===== src/hw/sspf_regs.vh =====
`ifndef SSPF_REGS_VH
`define SSPF_REGS_VH

// ****************************************************************
// frame geometry of the slot serial link
// ****************************************************************
`define SSPF_FRAME_BITS     18'h24000
`define SSPF_FRAME_LAST     18'h23FFF
`define SSPF_SYNC_BITS      18'h00020
`define SSPF_BLOCK_COUNT    14'h2400
`define SSPF_PHASE_W        4
`define SSPF_SLOT_COUNT     5'h10
`define SSPF_FRAME_MS       24

// ****************************************************************
// user byte path
// ****************************************************************
`define SSPF_BYTE_W         8
`define SSPF_BYTE_LAST      4'h7
`define SSPF_BUF_DEPTH      2

`endif


===== src/hw/sspf_buf2.v =====
`timescale 1ns/1ps
`default_nettype none
`include "sspf_regs.vh"

module sspf_buf2 (
	input  wire                     i_clk_sys,
	input  wire                     i_srst,
	input  wire [`SSPF_BYTE_W-1:0]  i_data,
	input  wire                     i_valid,
	output wire                     o_ready,
	output wire [`SSPF_BYTE_W-1:0]  o_data,
	output wire                     o_valid,
	input  wire                     i_ready
);

	// ****************************************************************
	// two-entry storage
	// ****************************************************************
	reg [`SSPF_BYTE_W-1:0] mem_reg [0:`SSPF_BUF_DEPTH-1];
	reg                    wr_ptr_reg;
	reg                    rd_ptr_reg;
	reg [1:0]              cnt_reg;
	wire                   push;
	wire                   pop;

	// full and empty come straight from the fill count
	assign o_ready = (cnt_reg != 2'h2);
	assign o_valid = (cnt_reg != 2'h0);
	assign o_data  = mem_reg[rd_ptr_reg];
	assign push    = i_valid & o_ready;
	assign pop     = o_valid & i_ready;

	// pointers and fill count; push and pop may share a cycle
	always @(posedge i_clk_sys) begin
		if (i_srst) begin
			wr_ptr_reg <= 1'b0;
			rd_ptr_reg <= 1'b0;
			cnt_reg    <= 2'h0;
		end else begin
			if (push) begin
				mem_reg[wr_ptr_reg] <= i_data;
				wr_ptr_reg          <= ~wr_ptr_reg;
			end
			if (pop)
				rd_ptr_reg <= ~rd_ptr_reg;
			if (push & ~pop)
				cnt_reg <= cnt_reg + 2'h1;
			else if (pop & ~push)
				cnt_reg <= cnt_reg - 2'h1;
		end
	end

endmodule // sspf_buf2

`default_nettype wire


===== src/hw/sspf_framer.v =====
// Operation
// - we drive 6144 kHz downstream bit clock
// - downstream sync rises every 147456 clock periods
// - downstream sync high for 32 clock periods
// - downstream sync changes on clock falling edges
// - exactly 147456 data bits per frame
// - data stable at downstream clock rising edge
// - frame is 9216 blocks of sixteen phases
// - phase 0 block 0 starts with sync
// - sixteen 384 kbit/s slots, one phase each
// - slot equals bit-reversed phase plus one
// - drive downstream lines, accept upstream reference lines
// - forward received reference or substitute our own
// - forward data, add or overwrite one slot
`timescale 1ns/1ps
`default_nettype none
`include "sspf_regs.vh"

module sspf_framer (
	input  wire                     i_clk_sys,
	input  wire                     i_srst,
	// upstream reference from the receiver (pins)
	input  wire                     i_upstream_ref_clock,
	input  wire                     i_upstream_ref_frame_sync,
	// received downstream data of the previous ring member (pin)
	input  wire                     i_rx_data,
	// our own reference, used when substituting (pins)
	input  wire                     i_local_ref_clock,
	input  wire                     i_local_ref_frame_sync,
	// reference repeated toward the previous ring member
	output reg                      o_fwd_ref_clock,
	output reg                      o_fwd_ref_frame_sync,
	// downstream lines
	output reg                      o_downstream_bit_clock,
	output reg                      o_downstream_frame_sync,
	output reg                      o_data,
	// controls
	input  wire                     i_ref_own,
	input  wire                     i_add_en,
	input  wire [4:0]               i_add_slot,
	// user byte stream for the added slot
	input  wire [`SSPF_BYTE_W-1:0]  i_tx_data,
	input  wire                     i_tx_valid,
	output wire                     o_tx_ready,
	// status
	output reg  [3:0]               o_phase,
	output reg  [4:0]               o_slot,
	output reg                      o_locked,
	output reg                      o_resync,
	output reg                      o_underflow
);

	// ****************************************************************
	// pin synchronisers
	// ****************************************************************
	reg [4:0] meta_reg;
	reg [4:0] sync_reg;
	reg       clk_d_reg;
	wire      clk_s;
	wire      fsync_s;
	wire      rx_s;
	wire      lclk_s;
	wire      lsync_s;

	// first stage feeds only the second stage
	always @(posedge i_clk_sys) begin
		if (i_srst) begin
			meta_reg <= 5'h00;
			sync_reg <= 5'h00;
		end else begin
			meta_reg <= {i_local_ref_frame_sync, i_local_ref_clock, i_rx_data,
				i_upstream_ref_frame_sync, i_upstream_ref_clock};
			sync_reg <= meta_reg;
		end
	end

	assign clk_s   = sync_reg[0];
	assign fsync_s = sync_reg[1];
	assign rx_s    = sync_reg[2];
	assign lclk_s  = sync_reg[3];
	assign lsync_s = sync_reg[4];

	// ****************************************************************
	// edge detection on the received reference clock
	// ****************************************************************
	wire fall;
	wire rise;

	assign fall = clk_d_reg & ~clk_s;
	assign rise = ~clk_d_reg & clk_s;

	// ****************************************************************
	// bit counter locked to the reference sync
	// ****************************************************************
	reg  [17:0] cnt_reg;
	reg  [17:0] cnt_next;
	reg         fsync_prev_reg;
	reg         framed_reg;
	reg         rx_bit_reg;
	wire        sync_rise;
	wire [3:0]  phase_next;
	wire [4:0]  slot_next;

	// reference sync was sampled at our own previous falling edge
	assign sync_rise = fsync_s & ~fsync_prev_reg;

	// a reference rising sync restarts the frame; otherwise wrap at frame end
	always @* begin
		if (sync_rise)
			cnt_next = 18'h00000;
		else if (cnt_reg == `SSPF_FRAME_LAST)
			cnt_next = 18'h00000;
		else
			cnt_next = cnt_reg + 18'h00001;
	end

	// low four bits are the block phase; upper bits count 9216 blocks
	assign phase_next = cnt_next[`SSPF_PHASE_W-1:0];
	// slot is the phase read backwards, numbered from one
	assign slot_next  = {1'b0, phase_next[0], phase_next[1], phase_next[2],
		phase_next[3]} + 5'h01;

	// ****************************************************************
	// added slot byte path
	// ****************************************************************
	wire [`SSPF_BYTE_W-1:0] buf_data;
	wire                    buf_valid;
	wire                    buf_pop;
	wire                    slot_hit;
	reg  [`SSPF_BYTE_W-1:0] sh_reg;
	reg  [3:0]              left_reg;

	// one bit of the chosen slot per block; a byte spans eight blocks
	assign slot_hit = i_add_en & (slot_next == i_add_slot);
	assign buf_pop  = fall & slot_hit & (left_reg == 4'h0);

	// the slow drain stalls the buffer, so o_tx_ready throttles the user
	sspf_buf2 u_buf (
		.i_clk_sys (i_clk_sys),
		.i_srst    (i_srst),
		.i_data    (i_tx_data),
		.i_valid   (i_tx_valid),
		.o_ready   (o_tx_ready),
		.o_data    (buf_data),
		.o_valid   (buf_valid),
		.i_ready   (buf_pop)
	);

	// ****************************************************************
	// downstream sync and data updated at the reference falling edge; bit clock copied every cycle
	// ****************************************************************
	always @(posedge i_clk_sys) begin
		if (i_srst) begin
			clk_d_reg               <= 1'b0;
			o_downstream_bit_clock  <= 1'b0;
			o_downstream_frame_sync <= 1'b0;
			o_data                  <= 1'b0;
			cnt_reg                 <= 18'h00000;
			fsync_prev_reg          <= 1'b0;
			framed_reg              <= 1'b0;
			rx_bit_reg              <= 1'b0;
			sh_reg                  <= 8'h00;
			left_reg                <= 4'h0;
			o_phase                 <= 4'h0;
			o_slot                  <= 5'h01;
			o_locked                <= 1'b0;
			o_resync                <= 1'b0;
			o_underflow             <= 1'b0;
		end else begin
			clk_d_reg              <= clk_s;
			// clock follows the reference, same latency as sync and data
			o_downstream_bit_clock <= clk_s;
			o_resync               <= 1'b0;
			o_underflow            <= 1'b0;
			// received data is taken where its sender holds it stable
			if (rise)
				rx_bit_reg <= rx_s;
			if (fall) begin
				fsync_prev_reg <= fsync_s;
				cnt_reg        <= cnt_next;
				o_phase        <= phase_next;
				o_slot         <= slot_next;
				// no sync leaves before the first reference sync, else it rises off phase 0
				if (sync_rise)
					framed_reg <= 1'b1;
				// sync and data change with the clock fall: stable at rise
				o_downstream_frame_sync <= (sync_rise | framed_reg) &
					(cnt_next < `SSPF_SYNC_BITS);
				// a sync off the expected frame position costs lock
				if (sync_rise) begin
					o_locked <= (cnt_reg == `SSPF_FRAME_LAST);
					o_resync <= (cnt_reg != `SSPF_FRAME_LAST);
				end
				if (slot_hit && left_reg != 4'h0) begin
					o_data   <= sh_reg[`SSPF_BYTE_W-1];
					sh_reg   <= {sh_reg[`SSPF_BYTE_W-2:0], 1'b0};
					left_reg <= left_reg - 4'h1;
				end else if (slot_hit && buf_valid) begin
					o_data   <= buf_data[`SSPF_BYTE_W-1];
					sh_reg   <= {buf_data[`SSPF_BYTE_W-2:0], 1'b0};
					left_reg <= `SSPF_BYTE_LAST;
				end else begin
					// other slots, or an empty buffer, pass the ring through
					o_data      <= rx_bit_reg;
					o_underflow <= slot_hit;
				end
			end
		end
	end

	// ****************************************************************
	// reference repeated upstream: forwarded or our own
	// ****************************************************************
	always @(posedge i_clk_sys) begin
		if (i_srst) begin
			o_fwd_ref_clock      <= 1'b0;
			o_fwd_ref_frame_sync <= 1'b0;
		end else if (i_ref_own) begin
			o_fwd_ref_clock      <= lclk_s;
			o_fwd_ref_frame_sync <= lsync_s;
		end else begin
			o_fwd_ref_clock      <= clk_s;
			o_fwd_ref_frame_sync <= fsync_s;
		end
	end

endmodule // sspf_framer

`default_nettype wire


===== config.mk =====
export PLATFORM = sky130hd
export DESIGN_NAME = sspf_framer
export DESIGN_NICKNAME = d
export VERILOG_FILES = /design/src/hw/sspf_buf2.v /design/src/hw/sspf_framer.v
export VERILOG_INCLUDE_DIRS = /design/src /design/src/hw
export SDC_FILE = /design/constraint.sdc
export NUM_CORES = 1
export LEC_CHECK = 0
export BUFFER_PORTS_ARGS = -buffer_cell sky130_fd_sc_hd__buf_2
export CAP_MARGIN = 10
export CORE_MARGIN = 2
export CORE_UTILIZATION = 25
export DETAILED_ROUTE_END_ITERATION = 10
export GPL_TIMING_DRIVEN = 1
export PLACE_DENSITY = 0.41
export SYNTH_ARGS = -nofsm -noshare
export SYNTH_HDL_FRONTEND = slang
export SYNTH_SLANG_ARGS = --single-unit

===== constraint.sdc =====
create_clock -name i_clk_sys -period 7.4 [get_ports i_clk_sys]
set_input_delay 2.22 -clock i_clk_sys [delete_from_list [all_inputs] [get_ports i_clk_sys]]
set_output_delay 2.22 -clock i_clk_sys [all_outputs]
set_load 0.01 [all_outputs]

Word-level counts from Yosys, hierarchy flattened. Memory sizes are Yosys's and may differ from the RTL's. A register that Yosys moved wholly into a read port is not among the register bits. Cells that the tools add are included.

Flip-flop bits (word level): 64. Memory bits (writable): 16. Input port bits: 23. Output and inout port bits: 18. Logic and storage cells: 81. Memories kept: 1.

$add $sub $neg: 5. Magnitude comparators: 1. Equality and inequality tests: 4. Muxes and demuxes: 17. Bitwise logic cells: 21. Reductions and logical operators: 11.

Memory list: u_buf.mem_reg (words 2, bits a word 8, read ports 1, clocked after memory_dff 1, write ports 1, line sspf_buf2.v:19) `` reg [`SSPF_BYTE_W-1:0] mem_reg [0:`SSPF_BUF_DEPTH-1]; ``.

Operators with widths (count): 18-bit 2-to-1 mux (2); 18-bit by 1-bit adder with 18-bit output, second input constant (1); 18-bit equality test, second input constant (1); 18-bit by 6-bit less-than comparator with 1-bit output, second input constant (1); 18-bit inequality test, second input constant (1); 8-bit 2-to-1 mux (2); 1-bit bitwise AND (11); 1-bit 2-to-1 mux (9); 1-bit NOT (9); 4-bit 2-to-1 mux (2); 2-bit nonzero test (3); 4-bit by 1-bit adder with 5-bit output, second input constant (1); 5-bit equality test (1); 4-bit logical NOT (1); 2-bit 2-to-1 mux (2); 2-bit AND reduction (2); 4-bit nonzero test (1); 4-bit OR reduction (1); 4-bit by 1-bit subtractor with 4-bit output, second input constant (1); 3-bit OR reduction (1); 2-bit by 1-bit adder with 2-bit output, second input constant (1); 1-bit logical AND (2); 2-bit inequality test, second input constant (1); 2-bit by 1-bit subtractor with 2-bit output, second input constant (1); 1-bit bitwise OR (1).

Depth between registers and ports, before layout.
Word-level depth: 12. Mapped depth: 18. Depth with buffers taken out: 16.

By module. A second synthesis with hierarchy kept.

Cell total of the unflattened synthesis: 411. Area total of the unflattened synthesis: 3696.0 µm².

By module, submodules not included: sspf_framer (times used 1, cells each 359, area each 2892.8 µm², sequential area each 1101.1 µm²); sspf_buf2 (times used 1, cells each 52, area each 803.3 µm², sequential area each 580.6 µm²).

Least setup slack after synthesis. OpenSTA, ideal clock, no wires.

Path type: input-to-reg. From: input port i_add_slot[1]. To: register u_buf.cnt_reg[1]. Library setup time: 0.070 ns. Arrival: 4.127 ns. Required time: 7.330 ns. Path slack: 3.203 ns. Stages on the path: 9. Cells stage by stage: xnor2_1 nand3_1 nor3_1 nor3b_1 a211oi_1 a2111o_1 ha_1 or3_1 a21oi_1.

Cells in the longest elaborated chain, start to end: 8. Elaborated cells between the ends (all ways): 10.

RTL lines: start: declaration (line sspf_framer.v:40) `input wire [4:0] i_add_slot,`; 5-bit equality test (*) (line sspf_framer.v:134) `assign slot_hit = i_add_en & (slot_next == i_add_slot);`; 1-bit bitwise AND (*) (line sspf_framer.v:134); 1-bit bitwise AND (*) (2 in a row) (line sspf_framer.v:135) `assign buf_pop = fall & slot_hit & (left_reg == 4'h0);`; 1-bit bitwise AND (*) (line sspf_buf2.v:31) `assign pop = o_valid & i_ready;`; 1-bit NOT (line sspf_buf2.v:46) `if (push & ~pop)`; 1-bit bitwise AND (line sspf_buf2.v:46); 2-bit 2-to-1 mux / 2-bit nonzero test (equally long branches); end signal: assignment (line sspf_buf2.v:47) `cnt_reg <= cnt_reg + 2'h1;`; end signal: assignment (line sspf_buf2.v:49) `cnt_reg <= cnt_reg - 2'h1;`; end: declaration (line sspf_buf2.v:22) `reg [1:0] cnt_reg;`.

Every way passes the cells marked *; elsewhere a longest branch is shown, timed or not. A chain may end at the register's enable or synchronous reset.

==> impl_summary.txt <==
----------------------------------------------------
[Status]
  Outcome ... finished clean

[Synth]
  EDFF count, synth ... 16
  Number of register bits inferred by synthesis ... 76
  Cell with the most instances after synthesis ... dfxtp_1
  Fraction of post-synthesis cell area in the top cell type by area ... 0.331
  Average size of a mapped cell ... between 8 and 9 um2
  Net count of the mapped netlist ... 430
  Area leader, netlist ... dfxtp_1
  Main synth FF type ... dfxtp_1
  Share of async-settable or async-resettable flops after synthesis ... 0
  Number of distinct library cell variants in the gate-level netlist after synthesis ... 52
  Top cell types by occurrence after synthesis ... dfxtp_1 (60), nor2_1 (48), a21oi_1 (37), nand2_1 (23), o21ai_0 (22)
  Top cells by area in the synthesized netlist ... dfxtp_1 (33%), edfxtp_1 (13%), a21oi_1 (5.1%)
  Cell count after synthesis ... ~400
  Sequential-to-total area share from yosys stat ... 0.464
  Number of warnings printed during yosys synthesis ... 0
  Mapped Area ... around 3600 um2

[Finish]
  Largest register FFs ... 16
  Final cell area excluding filler cells ... between 4000 and 5000 um2
  Fill count ... 1486
  Area of combinational cells with multiple inputs ... 1740 um2
  N_diodes ... 0
  # nets final ... around 460
  Layout overhead on the synthesized area ... 15.8%
  Sequential Area ... approximately 1700 um2
  Cell Count, Final, Fillers Out ... ~610
  Share of layout cells above drive strength 1 ... 0.157
  Final Util ... 0.299

[STA]
  Slew at the pin closest to its max-slew limit ... between 1 and 1.5 ns
  Period utilization ... 0.659
  Shortest clock period the worst path allows after layout ... roughly 4.9 ns
  Unrepaired setup endpoints after global routing ... false
  Final setup violation count ... 0
  Worst rel slew slack ... 0.239
  Worst Hold Slack ... between 0.4 and 0.5 ns
  Fin. max-slew vios ... 0
  Clock Skew ... around 0.0028 ns
  Peak Freq ... around 210 MHz
  Hold Violations, Final ... 0
  Setup tns final ... 0 ns

[Job]
  # Max-Cap Violations ... 0

[Clock tree]
  PostCTS Resize Cnt ... 0
  Clock transition at the registers of the reported paths ... about 0.060 ns
  Number of CTS-inserted buffers ... 9
  Clock latency on the worst-skew pair ... 0.33 ns
  Number of setup buffers added after CTS ... 0
  Clk root buf ... clkbuf_16
  CTS tree ... built
  CTS H-tree depth ... 3
  CTS Hold Bufs ... 0
  Maximum count of clock buffers along a single path ... 2
  Sink Count ... between 70 and 80

[Drt]
  DR iter-0 viols ... roughly 180
  Via total after detailed routing ... slightly below 3000
  Final routed DRC violation total ... 0
  Avg WL per Cell ... 13.8 um
  Vias per inst ... between 4 and 5
  Final wirelength ... approximately 8500 um
  Total iterations of the first detailed-routing run ... 4
  Detail Route Antenna Nets ... 0

[Global route]
  Antenna violations before repair ... 0
  GRT Residual Overflow ... 0
  Maximum number of pins on one net before global-route repair ... slightly below 60
  Wire length of the first global-routing pass ... ~14000 um
  Global-route usage over all layers ... 0.114
  Vias in the first global route ... between 2000 and 3000

[Floorplan]
  Initial cell density of the core ... 0.258
  Die span in y ... roughly 120 um
  Full die area ... 15500 um2
  Die X-Extent ... roughly 120 um
  Number of rows in the core area ... 43
  Area inside the core boundary ... about 14000 um2
  # IOs ... 41

[Setup path]
  Critical path's largest stage delay ... roughly 0.71 ns
  Endpoint class of the critical path ... flip-flop
  Most common cell type on the critical path ... ha_1
  Slowest cell on the critical path ... o21ai_0
  Critical Path RT ... around 7.7 ns
  CP Cell Sequence ... ha_1 -> and3_1 -> nand3_2 -> o21ai_0 -> buf_4 -> nor2_1 -> ha_1 -> xnor2_1 -> nand3_1 -> nor3_1 -> nor3b_1 -> a211oi_1 -> a2111o_1 -> ha_1 -> or3_1 -> a21oi_1
  Crit-path max FO ... 11
  Crit path launch type ... flip-flop
  Classification of the worst setup path ... reg2reg
  WP data arrival ... about 5.1 ns

[Placed design]
  Count of port buffers added during placement ... 40
  Placed wire-length estimate after detailed placement ... around 5800 um
  Final weighted congestion in routability-driven placement ... 0.754
  Placed instance area ... ~4000 um2
  Number of placed instances with taps included ... around 600

[Power]
  Register share of total power ... 0.493
  Share of power burned in the clock network ... 0.446
  Sw frac ... 0.240
  Pwr Density ... roughly 210 nW/um2
  Part of the total power dissipated in combinational logic ... 0.062
  Net switching power of the design ... 0.215 mW
  Leakage ... between 1.5 and 2 nW
  Worst supply voltage drop on vdd ... ~0.15 mV
  Internal power consumption ... about 0.68 mW

[Worst hold path]
  Min-delay worst type ... reg2reg

----------------------------------------------------
[worst max-delay path, delay by kind of cell (launching register included)]
family | cells | cell delay (ns)
AO/OA/AOI/OAI | 4 | 1.42
XOR/XNOR | 1 | 0.21
adder cells (fa/ha/maj) | 3 | 0.98
buffers and inverters | 1 | 0.28
flip-flops | 1 | 0.50
AND/OR/NAND/NOR | 7 | 1.40
[cell type report]
cell class | count | share of cell area
flip-flops and latches | 76 | 0.401
clock buffers | 9 | 0.0537
repair buffers | 44 | 0.0549
well taps | 180 | 0.0537
inverters | 13 | 0.0116
multi-input cells | 285 | 0.415
clock inverters | 7 | 0.0101
[through the flow]
| step | setup slack (ns) | total power, mW |
|---|---|---|
| after floorplan | 3.20 | 0.486 |
| after global placement | 2.72 | 0.508 |
| after detailed placement | 2.58 | 0.508 |
| after CTS | 2.54 | 0.920 |
| after global routing | 2.12 | 0.941 |
| final | 2.52 | 0.897 |
[power groups by stage]
| stage | combinational [mW] | clock [mW] | sequential (mW) |
|---|---|---|---|
| floorplan | 0.0365 | 0 | 0.450 |
| global placement | 0.0563 | 0 | 0.451 |
| detailed placement | 0.0566 | 0 | 0.452 |
| CTS | 0.0570 | 0.420 | 0.442 |
| global route | 0.0631 | 0.434 | 0.444 |
| finish | 0.0554 | 0.400 | 0.442 |
[logic make-up after synthesis]
family,count (synthesis),synth area share
AO/OA/AOI/OAI,87,0.149
XOR/XNOR,14,0.0338
adder cells (fa/ha/maj),4,0.0138
buffers and inverters,42,0.0549
flip-flops,76,0.464
multiplexers,13,0.0363
AND/OR/NAND/NOR,167,0.248
[routing by layer]
layer	up-vias	track usage	part of all wire
met5	-	0	0
met4	0	0.0383	0.0060
met3	2	0.0438	0.045
met2	53	0.170	0.45
met1	1373	0.151	0.50
li1	1480	-	-
[cell usage in the layout, fill, tap and decap left out, types with 3 or more instances in the layout]
cell       count
ha_1           4
nor2_1        48
and3_1         9
buf_4          4
and2_1         5
nor4_1         7
nand2b_1       4
a21oi_1       37
o21ai_0       22
buf_2         40
or4_1          5
clkbuf_16      9
nand3_1        9
o32ai_1        7
xnor2_1       10
o21a_1         4
dfxtp_1       60
xor2_1         4
a31oi_1        3
mux2i_1       12
nor3_1        16
and4_1         4
inv_1         13
nor3b_1        7
nor2b_1       15
nand2_1       23
or3_1          3
edfxtp_1      16
[worst paths after layout]
| kind | slack [ns] | endpoint | cells after the start | from |
|---|---|---|---|---|
| setup / recovery | 2.52 | u_buf.cnt_reg[1] | 16 | o_phase[0] |
| hold reg to reg | 0.43 | sync_reg[4] | 1 | meta_reg[4] |
| setup reg to reg | 2.52 | u_buf.cnt_reg[1] | 16 | o_phase[0] |
| hold / removal | 0.43 | sync_reg[4] | 1 | meta_reg[4] |
Note: power is estimated with default switching activity, not from simulation.
